--- config.mk ---
export PLATFORM = sky130hd
export DESIGN_NAME = aef_error_flags
export DESIGN_NICKNAME = d
export VERILOG_FILES = /design/src/hdl/aef_pkg.sv /design/src/hdl/aef_error_flags.sv
export SDC_FILE = /design/constraint.sdc
export NUM_CORES = 1
export LEC_CHECK = 0
export ABC_AREA = 1
export ABC_CLOCK_PERIOD_IN_PS = 4700
export BUFFER_PORTS_ARGS = -buffer_cell sky130_fd_sc_hd__buf_2
export CAP_MARGIN = 20
export CORE_MARGIN = 2
export CORE_UTILIZATION = 57
export DETAILED_ROUTE_END_ITERATION = 6
export GPL_ROUTABILITY_DRIVEN = 1
export PLACE_DENSITY = 0.92
export SLEW_MARGIN = 20
export SYNTH_ARGS = -nofsm -noshare
export SYNTH_HDL_FRONTEND = slang
export SYNTH_SLANG_ARGS = --single-unit
export TNS_END_PERCENT = 1
--- constraint.sdc ---
create_clock -name ref_clk_i -period 4.7 [get_ports ref_clk_i]
set_input_delay 0.235 -clock ref_clk_i [delete_from_list [all_inputs] [get_ports ref_clk_i]]
set_output_delay 0.235 -clock ref_clk_i [all_outputs]
set_load 0.1 [all_outputs]
--- src/hdl/aef_pkg.sv ---
package aef_pkg;
	// ****************************************
	// register indices (word address = index)
	// ****************************************
	localparam logic [7:0] IDX_PAIR01_SAT      = 8'h54;
	localparam logic [7:0] IDX_PAIR23_SAT      = 8'h55;
	localparam logic [7:0] IDX_PAIR45_SAT      = 8'h56;
	localparam logic [7:0] IDX_PAIR67_SAT      = 8'h57;
	localparam logic [7:0] IDX_CHAN_CHECK_EN   = 8'h58;
	localparam logic [7:0] IDX_GEN_FAULT       = 8'h59;
	localparam logic [7:0] IDX_GEN_CHECK_EN    = 8'h5a;
	localparam logic [7:0] IDX_SUMMARY_GEN     = 8'h5e;
	localparam logic [7:0] IDX_SUMMARY_SAT     = 8'h5f;
	localparam logic [7:0] IDX_IRQ_STATUS      = 8'h70;
	localparam logic [7:0] IDX_IRQ_MASK        = 8'h71;
	localparam int         ADDR_W              = 8;

	// ****************************************
	// reset values
	// ****************************************
	localparam logic [7:0] RST_FLAGS           = 8'h00;
	localparam logic [7:0] RST_CHAN_CHECK_EN   = 8'hfe;
	localparam logic [7:0] RST_GEN_CHECK_EN    = 8'h3e;

	// ****************************************
	// field positions
	// ****************************************
	localparam int BIT_OUTPUT_CLAMP_ON   = 7;
	localparam int BIT_FILTER_OVER_ON    = 6;
	localparam int BIT_MOD_OVER_ON       = 5;
	localparam int BIT_SAT_MOD           = 2;
	localparam int BIT_SAT_FILTER        = 1;
	localparam int BIT_SAT_OUTPUT        = 0;
	localparam int ODD_SHIFT             = 3;
	localparam int BIT_REG_IMAGE_CRC     = 5;
	localparam int BIT_FUSE_CRC          = 4;
	localparam int BIT_SPI_CLK_COUNT     = 3;
	localparam int BIT_SPI_BAD_READ      = 2;
	localparam int BIT_SPI_BAD_WRITE     = 1;
	localparam int BIT_SPI_CRC           = 0;
	localparam int BIT_CHIP_ERROR        = 5;
	localparam int BIT_GEN_SUMMARY       = 3;
	localparam int BIT_IRQ_GEN           = 4;

	// ****************************************
	// data widths, limits and timing
	// ****************************************
	localparam int          RAW_W              = 28;
	localparam int          OUT_W              = 24;
	localparam logic [27:0] FILTER_LIMIT       = 28'h0ff_ffff;
	localparam logic [27:0] OUT_LIMIT_POS      = 28'h07f_ffff;
	localparam logic [27:0] OUT_LIMIT_NEG      = 28'hf80_0000;
	localparam logic [5:0]  SPI_EDGES_PLAIN    = 6'h10;
	localparam logic [5:0]  SPI_EDGES_CRC      = 6'h18;
	localparam logic [6:0]  SPI_ADDR_LAST      = 7'h63;
	localparam logic [7:0]  CRC_POLY           = 8'h07;
	localparam int          CLK_PERIOD_NS      = 10;
	localparam int          CRC_PERIOD_NS      = 10000;
	localparam int          CRC_PERIOD_CYC     = CRC_PERIOD_NS / CLK_PERIOD_NS;
	localparam logic [9:0]  CRC_PERIOD_LAST    = 10'(CRC_PERIOD_CYC - 1);
endpackage : aef_pkg

--- src/hdl/aef_error_flags.sv ---
// Functional notes
// four read-only pair saturation registers, even channel in bits 2..0, odd in 5..3, zero at reset.
// each channel's modulator saturation raises its flag in bit 2 (even) or bit 5 (odd).
// each channel's pre-calibration filter overrange raises its flag in bit 1 (even) or bit 4 (odd).
// each out-of-limit conversion is clamped and raises its flag in bit 0 (even) or bit 3 (odd) at once.
// one read-write channel check enable register, eight bits, reset 0xfe.
// enable bits 7, 6 and 5 gate output clamp, filter and modulator checks.
// enable bits 4..1 gate negative and positive input under/over voltage checks; here those bits are only stored, no such checks exist.
// a periodic CRC of the register image sets general fault bit 5 on mismatch.
// a periodic CRC of the fuse contents sets general fault bit 4 on error.
// serial clock edges are counted per frame and a wrong count sets general fault bit 3.
// a serial read to a nonexistent address sets general fault bit 2.
// a serial write to an invalid address sets general fault bit 1.
// the serial CRC check has an enable bit that is off after reset.
// any flag in a pair register sets that pair's summary bit and the chip error bit.
// any general fault bit sets the general summary bit in the first status register (0x5e).
// a flag updates only while its check is enabled and a disabled check holds it at zero.
// host writes to flag bits are ignored; flags change only by the device's own checks.
`timescale 1ns/1ps
`default_nettype none
module aef_error_flags (
	input  wire logic                  ref_clk_i,
	input  wire logic                  rst_n_i,
	input  wire logic [7:0]            avs_address_i,
	input  wire logic                  avs_read_i,
	input  wire logic                  avs_write_i,
	input  wire logic [31:0]           avs_writedata_i,
	input  wire logic [3:0]            avs_byteenable_i,
	output logic      [31:0]           avs_readdata_o,
	output logic                       avs_waitrequest_o,
	output logic                       irq_o,
	input  wire logic [7:0]            mod_sat_i,
	input  wire logic                  conv_valid_i,
	input  wire logic [2:0]            conv_chan_i,
	input  wire logic [27:0]           filt_raw_i,
	input  wire logic [27:0]           conv_raw_i,
	output logic                       conv_valid_o,
	output logic      [2:0]            conv_chan_o,
	output logic      [23:0]           conv_data_o,
	input  wire logic [31:0]           fuse_data_i,
	input  wire logic [7:0]            fuse_crc_i,
	input  wire logic                  spi_sclk_edge_i,
	input  wire logic                  spi_frame_end_i,
	input  wire logic                  spi_access_i,
	input  wire logic                  spi_access_write_i,
	input  wire logic [6:0]            spi_access_addr_i,
	input  wire logic                  spi_crc_bad_i
);
	// ****************************************
	// helpers
	// ****************************************
	function automatic logic [7:0] crc8(input logic [31:0] data);
		logic [7:0] c;
		c = 8'h00;
		for (int i = 31; i >= 0; i--) begin
			if (c[7] ^ data[i]) begin
				c = {c[6:0], 1'b0} ^ aef_pkg::CRC_POLY;
			end else begin
				c = {c[6:0], 1'b0};
			end
		end
		return c;
	endfunction : crc8

	function automatic logic [27:0] magnitude(input logic [27:0] v);
		return v[27] ? 28'(-v) : v;
	endfunction : magnitude

	// ****************************************
	// registers
	// ****************************************
	logic [7:0]  chan_en_ff;
	logic [7:0]  gen_en_ff;
	logic [2:0]  chan_flags_ff [8];
	logic [7:0]  gen_fault_ff;
	logic [4:0]  irq_status_ff;
	logic [4:0]  irq_mask_ff;
	logic        wait_ff;
	logic [31:0] rdata_ff;
	logic        irq_ff;
	logic        conv_valid_ff;
	logic [2:0]  conv_chan_ff;
	logic [23:0] conv_data_ff;
	logic [9:0]  crc_tick_cnt_ff;
	logic [7:0]  golden_crc_ff;
	logic        image_written_ff;
	logic [5:0]  spi_edges_ff;
	logic [3:0]  pair_any_ff;
	logic        gen_any_ff;

	logic        bus_req;
	logic        wr_now;
	logic        crc_tick;
	logic [7:0]  pair_reg [4];
	logic [3:0]  pair_any;
	logic        gen_any;
	logic [31:0] nxt_rdata;
	logic [7:0]  sum_gen;
	logic [7:0]  sum_sat;
	logic [31:0] image_word;
	logic [27:0] conv_limit_pos;
	logic [27:0] conv_limit_neg;
	logic [4:0]  irq_event;

	assign bus_req        = avs_read_i | avs_write_i;
	assign wr_now         = avs_write_i & ~wait_ff & avs_byteenable_i[0];
	assign crc_tick       = (crc_tick_cnt_ff == aef_pkg::CRC_PERIOD_LAST);
	assign image_word     = {8'h00, chan_en_ff, gen_en_ff, 3'h0, irq_mask_ff};
	assign conv_limit_pos = aef_pkg::OUT_LIMIT_POS;
	assign conv_limit_neg = aef_pkg::OUT_LIMIT_NEG;
	// pair summary rises in bits 3..0, general summary rise in bit 4
	assign irq_event      = {gen_any & ~gen_any_ff, pair_any & ~pair_any_ff};

	// ****************************************
	// avalon slave handshake
	// ****************************************
	// one wait cycle so read data come from a flip-flop
	always_ff @(posedge ref_clk_i or negedge rst_n_i) begin
		if (!rst_n_i) begin
			wait_ff <= 1'b1;
		end else if (!wait_ff) begin
			wait_ff <= 1'b1;
		end else begin
			wait_ff <= ~bus_req;
		end
	end

	always_ff @(posedge ref_clk_i or negedge rst_n_i) begin
		if (!rst_n_i) begin
			rdata_ff <= 32'h0000_0000;
		end else if (avs_read_i && wait_ff) begin
			rdata_ff <= nxt_rdata;
		end
	end

	always_comb begin
		for (int p = 0; p < 4; p++) begin
			pair_reg[p] = {2'b00, chan_flags_ff[2 * p + 1], chan_flags_ff[2 * p]};
			pair_any[p] = |pair_reg[p];
		end
		gen_any = |gen_fault_ff;
		sum_gen = 8'h00;
		sum_gen[aef_pkg::BIT_GEN_SUMMARY] = gen_any_ff;
		sum_gen[aef_pkg::BIT_CHIP_ERROR]  = gen_any_ff | (|pair_any_ff);
		sum_sat = {2'b00, 2'b00, pair_any_ff};
		sum_sat[aef_pkg::BIT_CHIP_ERROR]  = gen_any_ff | (|pair_any_ff);
	end

	// unmapped indices read zero and swallow writes
	always_comb begin
		nxt_rdata = 32'h0000_0000;
		unique case (avs_address_i)
			aef_pkg::IDX_PAIR01_SAT:    nxt_rdata = {24'h00_0000, pair_reg[0]};
			aef_pkg::IDX_PAIR23_SAT:    nxt_rdata = {24'h00_0000, pair_reg[1]};
			aef_pkg::IDX_PAIR45_SAT:    nxt_rdata = {24'h00_0000, pair_reg[2]};
			aef_pkg::IDX_PAIR67_SAT:    nxt_rdata = {24'h00_0000, pair_reg[3]};
			aef_pkg::IDX_CHAN_CHECK_EN: nxt_rdata = {24'h00_0000, chan_en_ff};
			aef_pkg::IDX_GEN_FAULT:     nxt_rdata = {24'h00_0000, gen_fault_ff};
			aef_pkg::IDX_GEN_CHECK_EN:  nxt_rdata = {24'h00_0000, gen_en_ff};
			aef_pkg::IDX_SUMMARY_GEN:   nxt_rdata = {24'h00_0000, sum_gen};
			aef_pkg::IDX_SUMMARY_SAT:   nxt_rdata = {24'h00_0000, sum_sat};
			aef_pkg::IDX_IRQ_STATUS:    nxt_rdata = {27'h000_0000, irq_status_ff};
			aef_pkg::IDX_IRQ_MASK:      nxt_rdata = {27'h000_0000, irq_mask_ff};
			default:                    nxt_rdata = 32'h0000_0000;
		endcase
	end

	// ****************************************
	// writable control registers
	// ****************************************
	always_ff @(posedge ref_clk_i or negedge rst_n_i) begin
		if (!rst_n_i) begin
			chan_en_ff <= aef_pkg::RST_CHAN_CHECK_EN;
		end else if (wr_now && avs_address_i == aef_pkg::IDX_CHAN_CHECK_EN) begin
			chan_en_ff <= avs_writedata_i[7:0];
		end
	end

	always_ff @(posedge ref_clk_i or negedge rst_n_i) begin
		if (!rst_n_i) begin
			gen_en_ff <= aef_pkg::RST_GEN_CHECK_EN;
		end else if (wr_now && avs_address_i == aef_pkg::IDX_GEN_CHECK_EN) begin
			gen_en_ff <= {2'b00, avs_writedata_i[5:0]};
		end
	end

	always_ff @(posedge ref_clk_i or negedge rst_n_i) begin
		if (!rst_n_i) begin
			irq_mask_ff <= 5'h00;
		end else if (wr_now && avs_address_i == aef_pkg::IDX_IRQ_MASK) begin
			irq_mask_ff <= avs_writedata_i[4:0];
		end
	end

	// ****************************************
	// per-channel saturation checks
	// ****************************************
	// flags follow the latest check; no write path reaches them
	always_ff @(posedge ref_clk_i or negedge rst_n_i) begin
		if (!rst_n_i) begin
			for (int c = 0; c < 8; c++) begin
				chan_flags_ff[c] <= 3'b000;
			end
		end else begin
			for (int c = 0; c < 8; c++) begin
				chan_flags_ff[c][aef_pkg::BIT_SAT_MOD] <=
					mod_sat_i[c] & chan_en_ff[aef_pkg::BIT_MOD_OVER_ON];
				if (!chan_en_ff[aef_pkg::BIT_FILTER_OVER_ON]) begin
					chan_flags_ff[c][aef_pkg::BIT_SAT_FILTER] <= 1'b0;
				end else if (conv_valid_i && conv_chan_i == 3'(c)) begin
					chan_flags_ff[c][aef_pkg::BIT_SAT_FILTER] <=
						magnitude(filt_raw_i) > aef_pkg::FILTER_LIMIT;
				end
				if (!chan_en_ff[aef_pkg::BIT_OUTPUT_CLAMP_ON]) begin
					chan_flags_ff[c][aef_pkg::BIT_SAT_OUTPUT] <= 1'b0;
				end else if (conv_valid_i && conv_chan_i == 3'(c)) begin
					chan_flags_ff[c][aef_pkg::BIT_SAT_OUTPUT] <=
						($signed(conv_raw_i) > $signed(conv_limit_pos)) ||
						($signed(conv_raw_i) < $signed(conv_limit_neg));
				end
			end
		end
	end

	// clamp lands in the same cycle as its flag
	always_ff @(posedge ref_clk_i or negedge rst_n_i) begin
		if (!rst_n_i) begin
			conv_valid_ff <= 1'b0;
			conv_chan_ff  <= 3'h0;
			conv_data_ff  <= 24'h00_0000;
		end else begin
			conv_valid_ff <= conv_valid_i;
			conv_chan_ff  <= conv_chan_i;
			if ($signed(conv_raw_i) > $signed(conv_limit_pos)) begin
				conv_data_ff <= conv_limit_pos[23:0];
			end else if ($signed(conv_raw_i) < $signed(conv_limit_neg)) begin
				conv_data_ff <= conv_limit_neg[23:0];
			end else begin
				conv_data_ff <= conv_raw_i[23:0];
			end
		end
	end

	// ****************************************
	// periodic crc checks
	// ****************************************
	always_ff @(posedge ref_clk_i or negedge rst_n_i) begin
		if (!rst_n_i) begin
			crc_tick_cnt_ff <= 10'h000;
		end else if (crc_tick) begin
			crc_tick_cnt_ff <= 10'h000;
		end else begin
			crc_tick_cnt_ff <= crc_tick_cnt_ff + 10'h001;
		end
	end

	// reference refreshed the cycle after any control write, so a legal write never mismatches
	always_ff @(posedge ref_clk_i or negedge rst_n_i) begin
		if (!rst_n_i) begin
			image_written_ff <= 1'b1;
			golden_crc_ff    <= 8'h00;
		end else begin
			image_written_ff <= wr_now;
			if (image_written_ff) begin
				golden_crc_ff <= crc8(image_word);
			end
		end
	end

	// ****************************************
	// serial port fault checks
	// ****************************************
	always_ff @(posedge ref_clk_i or negedge rst_n_i) begin
		if (!rst_n_i) begin
			spi_edges_ff <= 6'h00;
		end else if (spi_frame_end_i) begin
			spi_edges_ff <= 6'h00;
		end else if (spi_sclk_edge_i) begin
			spi_edges_ff <= spi_edges_ff + 6'h01;
		end
	end

	// ****************************************
	// general fault register
	// ****************************************
	// bits 5..0 each hold the latest outcome of their own check; bits 7..6 stay zero
	always_ff @(posedge ref_clk_i or negedge rst_n_i) begin
		if (!rst_n_i) begin
			gen_fault_ff <= aef_pkg::RST_FLAGS;
		end else begin
			gen_fault_ff[7:6] <= 2'b00;
			if (!gen_en_ff[aef_pkg::BIT_REG_IMAGE_CRC]) begin
				gen_fault_ff[aef_pkg::BIT_REG_IMAGE_CRC] <= 1'b0;
			end else if (crc_tick && !image_written_ff && !wr_now) begin
				gen_fault_ff[aef_pkg::BIT_REG_IMAGE_CRC] <= crc8(image_word) != golden_crc_ff;
			end
			if (!gen_en_ff[aef_pkg::BIT_FUSE_CRC]) begin
				gen_fault_ff[aef_pkg::BIT_FUSE_CRC] <= 1'b0;
			end else if (crc_tick) begin
				gen_fault_ff[aef_pkg::BIT_FUSE_CRC] <= crc8(fuse_data_i) != fuse_crc_i;
			end
			if (!gen_en_ff[aef_pkg::BIT_SPI_CLK_COUNT]) begin
				gen_fault_ff[aef_pkg::BIT_SPI_CLK_COUNT] <= 1'b0;
			end else if (spi_frame_end_i) begin
				gen_fault_ff[aef_pkg::BIT_SPI_CLK_COUNT] <= spi_edges_ff != (gen_en_ff[aef_pkg::BIT_SPI_CRC] ?
					aef_pkg::SPI_EDGES_CRC : aef_pkg::SPI_EDGES_PLAIN);
			end
			if (!gen_en_ff[aef_pkg::BIT_SPI_BAD_READ]) begin
				gen_fault_ff[aef_pkg::BIT_SPI_BAD_READ] <= 1'b0;
			end else if (spi_access_i && !spi_access_write_i) begin
				gen_fault_ff[aef_pkg::BIT_SPI_BAD_READ] <= spi_access_addr_i > aef_pkg::SPI_ADDR_LAST;
			end
			if (!gen_en_ff[aef_pkg::BIT_SPI_BAD_WRITE]) begin
				gen_fault_ff[aef_pkg::BIT_SPI_BAD_WRITE] <= 1'b0;
			end else if (spi_access_i && spi_access_write_i) begin
				gen_fault_ff[aef_pkg::BIT_SPI_BAD_WRITE] <= spi_access_addr_i > aef_pkg::SPI_ADDR_LAST;
			end
			if (!gen_en_ff[aef_pkg::BIT_SPI_CRC]) begin
				gen_fault_ff[aef_pkg::BIT_SPI_CRC] <= 1'b0;
			end else if (spi_frame_end_i) begin
				gen_fault_ff[aef_pkg::BIT_SPI_CRC] <= spi_crc_bad_i;
			end
		end
	end

	// ****************************************
	// summaries and interrupt
	// ****************************************
	always_ff @(posedge ref_clk_i or negedge rst_n_i) begin
		if (!rst_n_i) begin
			pair_any_ff <= 4'h0;
			gen_any_ff  <= 1'b0;
		end else begin
			pair_any_ff <= pair_any;
			gen_any_ff  <= gen_any;
		end
	end

	// rising summaries are the events; a new event beats a same-cycle clear
	always_ff @(posedge ref_clk_i or negedge rst_n_i) begin
		if (!rst_n_i) begin
			irq_status_ff <= 5'h00;
		end else begin
			for (int b = 0; b < 5; b++) begin
				if (irq_event[b]) begin
					irq_status_ff[b] <= 1'b1;
				end else if (wr_now && avs_address_i == aef_pkg::IDX_IRQ_STATUS && avs_writedata_i[b]) begin
					irq_status_ff[b] <= 1'b0;
				end
			end
		end
	end

	always_ff @(posedge ref_clk_i or negedge rst_n_i) begin
		if (!rst_n_i) begin
			irq_ff <= 1'b0;
		end else begin
			irq_ff <= |(irq_status_ff & irq_mask_ff);
		end
	end

	// ****************************************
	// outputs
	// ****************************************
	assign avs_readdata_o    = rdata_ff;
	assign avs_waitrequest_o = wait_ff;
	assign irq_o             = irq_ff;
	assign conv_valid_o      = conv_valid_ff;
	assign conv_chan_o       = conv_chan_ff;
	assign conv_data_o       = conv_data_ff;
endmodule : aef_error_flags
`default_nettype wire

# After elaboration in Yosys (flattened, before gate mapping)

Cells that the tools add are included.

Bitwise logic cells: 181
Eq/ne operators: 44
$add $sub $neg: 3
Reductions and logical operators: 40
Muxes and demuxes: 316
Order comparisons: 4

Operator list:

| cell                    | count |
|---|---|
| $mux W8                 | 159 |
| $mux W3                 | 94 |
| $not A3 Y3              | 93 |
| $eq A8 B7 Y1 const B    | 11 |
| $pmux W8 S11            | 1 |
| $xor A1 B1 Y1           | 69 |
| $gt A28 B24 Y1 const B  | 2 |
| $mux W1                 | 55 |
| $mux W24                | 2 |
| $ne A2 B1 Y1 const B    | 20 |
| $reduce_or A6 Y1        | 5 |
| $lt A28 B24 Y1 const B  | 1 |
| $mux W28                | 1 |
| $neg A28 Y28            | 1 |
| $logic_and A1 B1 Y1     | 22 |
| $ne A8 B8 Y1            | 2 |
| $eq A3 B3 Y1 const B    | 4 |
| $mux W6                 | 2 |
| $reduce_bool A2 Y1      | 6 |
| $and A1 B1 Y1           | 11 |
| $add A10 B1 Y10 const B | 1 |
| $eq A10 B10 Y1 const B  | 1 |
| $mux W10                | 1 |
| $gt A7 B7 Y1 const B    | 1 |
| 16 further kinds        | 23 |

Input bits: 168
Output and inout port bits: 62
Logic and storage cells: 638
Register bits after elaboration: 146

# Depth between registers and ports, before layout

Gate-level depths: netlist of the first run.

Depth after elaboration: 134
Mapped depth: 27
Gate-level depth less buffers: 27

# Worst setup path before layout of the first run

Ideal clock, no wire load.

Path kind: flip-flop to flip-flop
From: register chan_en_ff[7]
To: register gen_fault_ff[5]
Library setup time: 123 ps
Cell stages (with the launch flop): 16
Period minus slack after synthesis: 2369 ps
Arrival: 2245 ps
Path slack: 2331 ps
Required time: 4577 ps
Buffers on the path: 1
Path through: dfstp_2 buf_2 xnor2_1 xnor2_2 xnor2_2 xor2_1 xor2_1 inv_1 nand2_1 nand2_1 nor2_1 nor2_1 nand2_1 nand2_1 nor2_1 a21oi_1

Cells in the longest elaborated chain, start to end: 69
Elaborated cells between the ends (all ways): 100
Classes of those cells: eq/ne: 1; mux: 70; bitwise: 29

RTL lines:

| item                                                          | RTL line                                      | source |
|---|---|---|
| start: declaration                                            | aef_error_flags.sv:72                         | `logic [7:0] chan_en_ff;` |
| start signal: assignment                                      | aef_error_flags.sv:173                        | `chan_en_ff <= aef_pkg::RST_CHAN_CHECK_EN;` |
| start signal: assignment                                      | aef_error_flags.sv:175                        | `chan_en_ff <= avs_writedata_i[7:0];` |
| $xor A1 B1 Y1 *                                               | aef_error_flags.sv:56                         | `if (c[7] ^ data[i]) begin` |
| $mux W3 *                                                     | aef_error_flags.sv:56                         |  |
| $mux W8 *                                                     | aef_error_flags.sv:294                        | `end else if (crc_tick && !image_written_ff && !wr_now) begin` |
| $mux W8 *                                                     | aef_error_flags.sv:292                        | `if (!gen_en_ff[aef_pkg::BIT_REG_IMAGE_CRC]) begin` |
| $not A3 Y3 (no source line) / $mux W8 (equally long branches) | n/a                                           |  |
| $mux W3 / $mux W8 (equally long branches)                     | aef_error_flags.sv:56, aef_error_flags.sv:292 |  |
| $mux W8 *                                                     | aef_error_flags.sv:294                        |  |
| $mux W8 *                                                     | aef_error_flags.sv:292                        |  |
| [53 not listed]                                               | n/a                                           |  |
| $mux W8 *                                                     | aef_error_flags.sv:292                        |  |
| $xor A1 B1 Y1 / $not A3 Y3 (equally long branches)            | n/a                                           |  |
| $mux W3                                                       | aef_error_flags.sv:56                         |  |
| $mux W8 *                                                     | aef_error_flags.sv:294                        |  |
| $mux W8 *                                                     | aef_error_flags.sv:292                        |  |
| $ne A8 B8 Y1 *                                                | aef_error_flags.sv:295                        | `gen_fault_ff[aef_pkg::BIT_REG_IMAGE_CRC] <= crc8(image_word) != golden_crc_ff;` |
| $mux W1 *                                                     | aef_error_flags.sv:294                        |  |
| $mux W1 *                                                     | aef_error_flags.sv:292                        |  |
| end signal: assignment                                        | aef_error_flags.sv:289                        | `gen_fault_ff <= aef_pkg::RST_FLAGS;` |
| end signal: indexed assignment                                | aef_error_flags.sv:295                        |  |
| end signal: indexed assignment                                | aef_error_flags.sv:300                        | `gen_fault_ff[aef_pkg::BIT_FUSE_CRC] <= crc8(fuse_data_i) != fuse_crc_i;` |
| end: declaration                                              | aef_error_flags.sv:75                         | `logic [7:0] gen_fault_ff;` |

Every way passes the cells marked *; elsewhere a longest branch is shown, timed or not. The select of a mux whose other input is x is not followed.
A chain may end at the register's enable or synchronous reset.

# Worst setup path after layout of the first run

From: register chan_en_ff[6]
To: register gen_fault_ff[5]

Cells in the longest elaborated chain, start to end: 65
Elaborated cells between the ends (all ways): 94
Classes of those cells: eq/ne: 1; mux: 67; bitwise: 26

RTL lines:

| item                                      | RTL line |
|---|---|
| $xor A1 B1 Y1 *                           | aef_error_flags.sv:56 |
| $mux W3 *                                 | aef_error_flags.sv:56 |
| $mux W8 *                                 | aef_error_flags.sv:294 |
| $mux W8 *                                 | aef_error_flags.sv:292 |
| $mux W8 *                                 | aef_error_flags.sv:294 |
| $mux W8 *                                 | aef_error_flags.sv:292 |
| $mux W8 *                                 | aef_error_flags.sv:294 |
| $mux W8 *                                 | aef_error_flags.sv:292 |
| [49 not listed]                           | n/a |
| $mux W8 *                                 | aef_error_flags.sv:292 |
| $xor A1 B1 Y1 (tied with other cells)     | aef_error_flags.sv:56 |
| $mux W3 / $mux W8 (equally long branches) | aef_error_flags.sv:56, aef_error_flags.sv:292 |
| $mux W8 *                                 | aef_error_flags.sv:294 |
| $mux W8 *                                 | aef_error_flags.sv:292 |
| $ne A8 B8 Y1 *                            | aef_error_flags.sv:295 |
| $mux W1 *                                 | aef_error_flags.sv:294 |
| $mux W1 *                                 | aef_error_flags.sv:292 |

Marks and branches as above.

==> flow_metrics.tcl, run 1 <==
set metrics [dict create \
    status "finished with violations" \
    violations "negative hold slack" \
    max_freq_mhz 358 \
    period_share 0.594 \
    arrival_ns 3.09 \
    hp-class "in2async" \
    period_needed_ns 2.79 \
    fin_area_mm2 0.00942 \
    ctsHoldBuffers 7 \
    routed_wl_um 20300 \
    port_buffers 176 \
    p_sw_frac 0.372 \
    relSlewSlack 0.350 \
    tightest_slew_ns 0.968 \
    final_util 0.709 \
    endpoint "gen_fault_ff[5]" \
    clkLatencyLatePin_ns 0.42 \
    synth-seq-cells 122 \
    async_flop_share 1.00 \
    p_int_mw 2.16 \
    antenna_found_initial 1 \
    r2r_slack_ns 1.91 \
    cts_tree "done" \
    drc 0 \
    p_total_mw 3.44 \
    post_cts_buffers 0 \
    synth_area_mm2 0.00780 \
    post_cts_resized 0 \
    clkSinkCount 122 \
    die-area_mm2 0.0146 \
    p_per_area_mw_per_mm2 365 \
    hold_slack_ns -0.0580 \
    grt-ovfl-total 0 \
    critPathCaptureType "flop" \
    finClkSkew_ns 0.00968 \
    critPathLaunch "chan_en_ff[6]" \
    first_global_vias 7507 \
    htreeDepth 4 \
    ys_warn_count 0 \
    syn_to_final_growth_pct 20.8 \
    syn_area_per_cell_um2 7.13 \
    yosysSeqAreaShare 0.394 \
    reg2reg_from "chan_en_ff[6]" \
    comb_power_share 0.307 \
    grt_pass1_wl_um 33300 \
    r2r_cells 14 \
    finalSetupViolCount 0 \
    vias 7831 \
    p_leak_nw 5.20 \
    io_pins 230 \
    pwr-share-clk 0.364 \
    r2r_end "gen_fault_ff[5]" \
    rsz0062_at_grt "no" \
    ys.flop_type "dfrtp_1" \
    die_width_um 121 \
    drive_gt1_frac 0.197 \
    cts.path.max_buffers 2 \
    p_seq_frac 0.329 \
    clk_pin_slew_ns 0.06 \
    initial_utilization 0.586 \
    root_buffer "clkbuf_16" \
    p_sw_mw 1.28 \
    core_area_mm2 0.0133 \
    nets 1454 \
    yosysUniqueCellTypes 45 \
    worst-path-max-fanout 13 \
    startpoint_type "flop" \
    grt_util_all_layers 0.286 \
    final_antenna_net_count 0 \
    first_iter_violations 602 \
    worstSetupPathType "reg2reg" \
    fin_cells 1472 \
    fin_setup_tns_ns 0 \
    placementRows 42 \
    post_dp_cell_area_mm2 0.00877 \
    max_cap_violations 0 \
    place_inst 1432 \
    ir_worst_vdd_v 0.000423 \
    via_per_inst 5.32 \
    wl_per_cell_um 13.8 \
    first_pass_iters 5 \
    dieHeight_um 121 \
    hold_viol_final 43 \
    numCtsBuffers 17 \
    grt_max_degree 77 \
    synthCells 1093 \
    worstPathRequired_ns 4.99 \
    post-dp-hpwl_um 15000 \
    slew_viol_final 0 \
    synth_edf_count 0 \
    place_congestion 0.938 \
]
## layout by cell type, fill, tap and decap left out, types with 9 or more instances in the layout
cell       instances
xnor2_2           10
buf_2            175
clkbuf_16         17
o211ai_1           9
dfstp_2           14
a21oi_1           23
nand3_1           92
conb_1            24
inv_1            160
nor4_1            12
o21ai_0           55
o22ai_1            9
xnor2_1           21
nand2_1          371
nor3_1            15
nand3b_1          10
nor2_1            57
xor2_1            21
dfrtp_1          108
## stage by stage
stage | hold WS, ns | setup slack [ns]
6_report | -0.0580 | 1.91
3_5_place_dp | 0.357 | 1.93
3_3_place_gp | 0.356 | 2.08
5_1_grt | 0.00791 | 1.75
4_1_cts | 0.000219 | 1.91
2_1_floorplan | -0.0606 | 2.33
## Yosys cell counts (3+ instances only)
| library cell | number | share of area |
|---|---|---|
| nand2_1 | 371 | 0.18 |
| inv_1 | 160 | 0.077 |
| dfrtp_1 | 108 | 0.35 |
| nand3_1 | 92 | 0.059 |
| nor2_1 | 57 | 0.027 |
| o21ai_0 | 55 | 0.035 |
| buf_4 | 24 | 0.023 |
| a21oi_1 | 23 | 0.015 |
| xnor2_1 | 21 | 0.024 |
| xor2_1 | 21 | 0.024 |
| nor3_1 | 15 | 0.0096 |
| dfstp_2 | 14 | 0.047 |
| nor4_1 | 12 | 0.0096 |
| nand3b_1 | 10 | 0.0096 |
| xnor2_2 | 10 | 0.021 |
| o211ai_1 | 9 | 0.0087 |
| o22ai_1 | 9 | 0.0072 |
| clkbuf_1 | 8 | 0.0039 |
| a221oi_1 | 7 | 0.0079 |
| inv_2 | 7 | 0.0034 |
| nand4_1 | 7 | 0.0056 |
| a31oi_1 | 6 | 0.0048 |
| xor2_2 | 6 | 0.013 |
| nand2_2 | 5 | 0.0040 |
| ha_1 | 4 | 0.0064 |
| a22o_1 | 3 | 0.0034 |
| buf_1 | 3 | 0.0014 |
| buf_2 | 3 | 0.0019 |
## layout make-up
| class | instances | area [um2] |
|---|---|---|
| clock buffer | 18 | 439 |
| timing repair buffer | 185 | 968 |
| fill | 1011 | 3870 |
| antenna | 1 | 2.50 |
| multi-input combinational | 788 | 3950 |
| clock inverter | 14 | 136 |
| sequential | 122 | 3070 |
| inverter | 168 | 631 |
| tap | 176 | 220 |
## how the worst min path moves through the flow
| stage | to | slack [ns] | cells past startpoint |
|---|---|---|---|
| floorplan | avs_readdata_o[0] | -0.06 | 0 |
| global placement | conv_data_o[23] | 0.36 | 1 |
| detailed placement | conv_data_o[23] | 0.36 | 1 |
| CTS | crc_tick_cnt_ff[2] | 0.0002 | 1 |
| global route | chan_flags_ff[20] | 0.008 | 3 |
| finish | crc_tick_cnt_ff[2] | -0.06 | 1 |
## worst max-delay path, stage by stage (launching register included)
cell	delay (ns)
dfstp_2	0.75
xnor2_1	0.17
xnor2_2	0.19
xnor2_2	0.25
xor2_1	0.23
xor2_1	0.26
inv_1	0.09
nand2_1	0.08
nand2_1	0.09
nor2_1	0.13
nor2_1	0.08
nand2_1	0.07
nand2_1	0.06
nor2_1	0.12
a21oi_1	0.09
## flip-flops by register name, summed over array words and instances, names as in the netlist
name	flops
conv_chan_o	3
conv_valid_o	1
pair_any_ff	4
irq_status_ff	5
chan_en_ff	8
golden_crc_ff	8
crc_tick_cnt_ff	10
image_written_ff	1
irq_mask_ff	5
gen_en_ff	6
gen_any_ff	1
chan_flags_ff	24
irq_o	1
gen_fault_ff	6
spi_edges_ff	6
conv_data_o	24
avs_waitrequest_o	1
avs_readdata_o	8
## routing by layer
metal	global-route usage	share of wire	routed length, um
met3	0.0808	0.071	1440
met4	0.131	0.037	757
met2	0.487	0.50	10100
met5	0	0	0
met1	0.334	0.39	7960
## kinds of logic after synthesis
family,synth area share
simple gates,0.306
buf+inv,0.111
compound gates,0.0973
flops,0.394
xor+xnor,0.0806
fa+ha+maj,0.00642
mux,0.00417
other cells,0.000481
## power groups by stage
stage / Clock, mW / Sequential (mW) / Combinational, mW
after CTS: 1.26 / 1.13 / 1.05
after global placement: 0 / 1.15 / 1.01
after global routing: 1.31 / 1.14 / 1.18
after floorplan: 0 / 1.29 / 0.684
final: 1.25 / 1.13 / 1.06
after detailed placement: 0 / 1.15 / 1.04
Note: power is estimated with default switching activity, not from simulation.
==> run 2, diff against run 1 <==
ABC_CLOCK_PERIOD_IN_PS = 2900   (was 4700)
CORE_UTILIZATION = 53   (was 57)
PLACE_DENSITY = 0.87   (was 0.92)
clock period = 2.9 ns   (was 4.7 ns; I/O delays follow)
==> run 2 against run 1 <==
Effect of this change:
- global-route usage fell by 1.9 points
- register-to-register slack got worse by 1.6 ns
- first-iteration DRC count fell by 2.0%
- the run ends with design-rule violations left
- wire length rose by 2.1%
- largest power group unchanged
- utilization fell by 2.8 points
- hold slack improved by 0.10 ns
- critical path depth did not move
- clock-buffer cell count did not move
- setup slack got worse by 1.6 ns
==> flow_metrics.tcl, run 2 (synthesis gave the netlist of run 1 again) <==
set metrics [dict create \
    grt_pass1_wl_um 34600 \
    syn_to_final_growth_pct 26.4 \
    mostFrequentLayoutCells "371 x nand2_1, 175 x buf_2, 160 x inv_1" \
    cp_cell_sequence "xnor2_2, xnor2_2, xnor2_2, xor2_1, xor2_1, inv_1, nand2_1, nand2_1, nor2_1, nor2_1, nand2_1, nand2_1, nor2_1, a21oi_1" \
    htreeDepth 4 \
    post_dp_cell_area_mm2 0.00883 \
    cts.path.max_buffers 2 \
    status "finished with violations" \
    grt_util_all_layers 0.267 \
    clkSinkCount 122 \
    tightest_slew_ns 0.834 \
    finalSetupViolCount 0 \
    fin_cells 1524 \
    dieHeight_um 125 \
    vias 7876 \
    drive_gt1_frac 0.194 \
    worst-path-max-fanout 12 \
    arrival_ns 2.92 \
    layout_commonest_cell "nand2_1" \
    post-dp-hpwl_um 14800 \
    worst_path_max_delay_cell "dfstp_2" \
    wl_per_cell_um 13.6 \
    max_freq_mhz 381 \
    via_per_inst 5.17 \
    slew_viol_final 0 \
    hold_viol_final 0 \
    violations "design-rule violations" \
    place_inst 1445 \
    ctsHoldBuffers 47 \
    drc 2 \
    min_path_cells 3 \
    r2r_slack_ns 0.28 \
    period_share 0.905 \
    max_cap_violations 0 \
    finClkSkew_ns 0.0109 \
    relSlewSlack 0.440 \
    ir_worst_vdd_v 0.000479 \
    r2r_end "gen_fault_ff[5]" \
    place_congestion 0.904 \
    placementRows 44 \
    rsz0062_at_grt "no" \
    grt-ovfl-total 0 \
    r2r_cells 14 \
    cp_slowest_stage_delay_ns 0.73 \
    first_pass_iters 7 \
    die-area_mm2 0.0157 \
    die_width_um 125 \
    clk_pin_slew_ns 0.06 \
    critPathCaptureType "flop" \
    numCtsBuffers 17 \
    first_global_vias 7655 \
    core_area_mm2 0.0145 \
    worstSetupPathType "reg2reg" \
    cts_tree "done" \
    first_iter_violations 590 \
    final_antenna_net_count 0 \
    initial_utilization 0.538 \
    clkLatencyLatePin_ns 0.42 \
    period_needed_ns 2.62 \
    routed_wl_um 20700 \
    reg2reg_from "chan_en_ff[5]" \
    startpoint_type "flop" \
    crit_buf_inv 1 \
    port_buffers 176 \
    grt_max_degree 62 \
    antenna_found_initial 0 \
    io_pins 230 \
    critPathLaunch "chan_en_ff[5]" \
    hold-path-endpoint "spi_edges_ff[0]" \
    p_leak_nw 5.39 \
    hold_start "spi_sclk_edge_i" \
    fin_setup_tns_ns 0 \
    post_cts_resized 0 \
    diodes 0 \
    hp-class "in2reg" \
    fin_area_mm2 0.00986 \
    p_per_area_mw_per_mm2 563 \
    post_cts_buffers 0 \
    fill_cells 1131 \
    nets 1499 \
    cpMostUsedCell "nand2_1" \
    p_total_mw 5.55 \
    root_buffer "clkbuf_16" \
    worstPathRequired_ns 3.19 \
    crit_family "XOR/XNOR gates" \
]
## run 2: changes by cell type in the layout (fill, tap and decap cells not counted), sizes merged
cell,delta
buf,+5
bufinv,-1
clkinv,+2
diode,-1
dlygate4sd3,+40
inv,-1
## run 2: layout make-up
class	count	area (um2)	area share
Clock buffer	18	439	0.0446
Multi-Input combinational cell	788	3950	0.401
Sequential cell	122	3070	0.312
Tap cell	184	230	0.0234
Clock inverter	14	114	0.0116
Inverter	168	631	0.0640
Timing Repair Buffer	230	1420	0.144
## run 2: worst register-to-register path: cells and delay by family (launching register included)
kind	cells	cell delay, ns
DFF	1	0.73
buffers and inverters	1	0.09
xor gates and xnor gates	5	1.01
and+or+nand+nor	7	0.59
AOI/OAI and AO/OA	1	0.08
## run 2: worst max path at each step
| stage | slack [ns] | end | cells after the start |
|---|---|---|---|
| after floorplan | 0.53 | gen_fault_ff[5] | 15 |
| after global placement | 0.33 | gen_fault_ff[5] | 14 |
| after detailed placement | 0.29 | gen_fault_ff[5] | 14 |
| after CTS | 0.28 | gen_fault_ff[5] | 14 |
| after global routing | 0.11 | gen_fault_ff[5] | 14 |
| final | 0.28 | gen_fault_ff[5] | 14 |
## run 2: stage by stage
stage | hold slack [ns] | setup slack [ns] | utilization
finish | 0.0427 | 0.277 | 0.681
floorplan | -0.151 | 0.531 | -
detailed placement | 0.123 | 0.293 | 0.610
CTS | 0.0360 | 0.282 | 0.681
global placement | 0.122 | 0.334 | 0.610
global route | 0.0469 | 0.114 | 0.681
## run 2: routing by layer
layer | vias to the layer above | share of wire | global-route usage | wire length (um)
met5 | - | 0 | 0 | 0
met4 | 0 | 0.024 | 0.0856 | 505
met3 | 57 | 0.068 | 0.0672 | 1400
met2 | 292 | 0.50 | 0.463 | 10300
met1 | 3619 | 0.41 | 0.329 | 8470
li1 | 3908 | - | - | -
## run 2: where the power goes
group          total, mW  switching [mW]  internal [mW]
Clock               1.95           0.823           1.13
Combinational       1.75            1.22          0.535
Sequential          1.84          0.0505           1.79
Total               5.55            2.09           3.45
==> run 3, diff against run 2 <==
PLACE_DENSITY = 0.82   (was 0.87)
==> run 3 against run 2 <==
Effect of this change:
- the flow now finishes without violations
- die area did not move
- sequential cell count unchanged
- combinational power hardly changed
- wire length is 0.31% lower
- clock power grew 13%
- final area rose by 0.60%
- non-clock buffer count down 1
- hold slack lost 0.013 ns
- setup slack lost 0.026 ns
- largest power group unchanged
==> flow_metrics.tcl, run 3 (synthesis gave the netlist of run 1 again) <==
set metrics [dict create \
    status "completed" \
    syn_to_final_growth_pct 27.2 \
    cts_tree "done" \
    port_buffers 176 \
    mostFrequentLayoutCells "371 x nand2_1, 175 x buf_2, 160 x inv_1" \
    met2_length_um 10000 \
    finalSetupViolCount 0 \
    grt-ovfl-total 0 \
    grt_util_all_layers 0.270 \
    dieHeight_um 125 \
    met3_length_um 1560 \
    place_congestion 0.942 \
    wl_met1_um 8630 \
    min_path_cells 3 \
    post_cts_buffers 0 \
    critPathCaptureType "flop" \
    first_pass_iters 5 \
    reg2reg_from "chan_en_ff[5]" \
    ir_worst_vdd_v 0.000533 \
    vias 7887 \
    first_iter_violations 606 \
    worst-path-max-fanout 12 \
    grt_max_degree 57 \
    clk_pin_slew_ns 0.06 \
    period_share 0.914 \
    routed_wl_um 20600 \
    final_antenna_net_count 0 \
    relSlewSlack 0.457 \
    hp-class "in2reg" \
    drc 0 \
    antenna_found_initial 2 \
    highest_layer "met5" \
    worstSetupPathType "reg2reg" \
    core_area_mm2 0.0145 \
    finClkSkew_ns 0.0102 \
    drive_gt1_frac 0.193 \
    critPathLaunch "chan_en_ff[5]" \
    root_buffer "clkbuf_16" \
    numCtsBuffers 17 \
    htreeDepth 4 \
    initial_utilization 0.538 \
    p_per_area_mw_per_mm2 584 \
    tightest_slew_ns 0.808 \
    die_width_um 125 \
    period_needed_ns 2.65 \
    arrival_ns 2.94 \
    placementRows 44 \
    ff_latch_area_mm2 0.00307 \
    hold_start "spi_sclk_edge_i" \
    grt_pass1_wl_um 34700 \
    wl_per_cell_um 13.5 \
    ctsHoldBuffers 46 \
    post-dp-hpwl_um 14700 \
    post_cts_resized 0 \
    multi_input_area_mm2 0.00395 \
    cts.path.max_buffers 2 \
    max_cap_violations 0 \
    via_per_inst 5.18 \
    max_freq_mhz 377 \
    worst_slack_ns 0.251 \
    r2r_cells 14 \
    p_leak_nw 5.42 \
    rsz0062_at_grt "no" \
    die-area_mm2 0.0157 \
    layout_commonest_cell "nand2_1" \
    post-place-ws_ns 0.262 \
    clkLatencyLatePin_ns 0.42 \
    hold_viol_final 0 \
    worstPathRequired_ns 3.19 \
    clkSinkCount 122 \
    io_pins 230 \
    startpoint_type "flop" \
    hold_slack_ns 0.0302 \
    fill_cells 1141 \
    first_global_vias 7482 \
    nets 1498 \
    slew_viol_final 0 \
    fin_setup_tns_ns 0 \
]
-- run 3: cell types whose count changed in the layout (fill, tap and decap cells not counted), sizes merged, moves of 2 or more --
cell | previous run | this run
clkbuf | 18 | 20
inv | 172 | 170
bufinv | 0 | 3
clkinv | 7 | 5
-- run 3: where the power goes --
group          internal [mW]  switching [mW]
Clock                   1.41           0.796
Combinational          0.534            1.22
Sequential              1.79          0.0495
Total                   3.73            2.06
-- run 3: worst paths after layout --
check,to,slack [ns]
min,spi_edges_ff[1],0.03
min reg2reg,spi_edges_ff[5],0.46
min in group asynchronous,chan_flags_ff[10],0.29
max,gen_fault_ff[5],0.25
max in group asynchronous,avs_waitrequest_o,1.85
max reg2reg,gen_fault_ff[5],0.25
-- run 3: routing by layer --
layer	up-vias	track usage
li1	3913	-
met1	3621	0.345
met2	306	0.451
met3	45	0.0659
met4	2	0.0935
met5	-	0
-- run 3: per-stage QoR --
step | area, um2 | util | total power [mW] | instances
floorplan | 7880 | - | 3.19 | 1116
global placement | 8830 | 0.610 | 3.51 | 1445
detailed placement | 8830 | 0.610 | 3.55 | 1445
CTS | 9910 | 0.685 | 5.79 | 1523
global route | 9910 | 0.685 | 6.13 | 1524
finish | 9910 | 0.685 | 5.79 | 1524
-- run 3: final cells by class --
class	instances	share of cell area
timing repair buffer	229	0.142
multi-input combinational	788	0.399
antenna	1	0.000252
inverter	168	0.0636
clock inverter	12	0.0164
tap	184	0.0232
sequential	122	0.310
clock buffer	20	0.0461
-- run 3: critical path: stages (launching register included) --
cell and delay (ns):
dfstp_2 0.72, xnor2_2 0.14, xnor2_2 0.26, xnor2_2 0.18
xor2_1 0.19, xor2_1 0.23, inv_1 0.09, nand2_1 0.08
nand2_1 0.10, nor2_1 0.15, nor2_1 0.08, nand2_1 0.06
nand2_1 0.05, nor2_1 0.11, a21oi_1 0.08
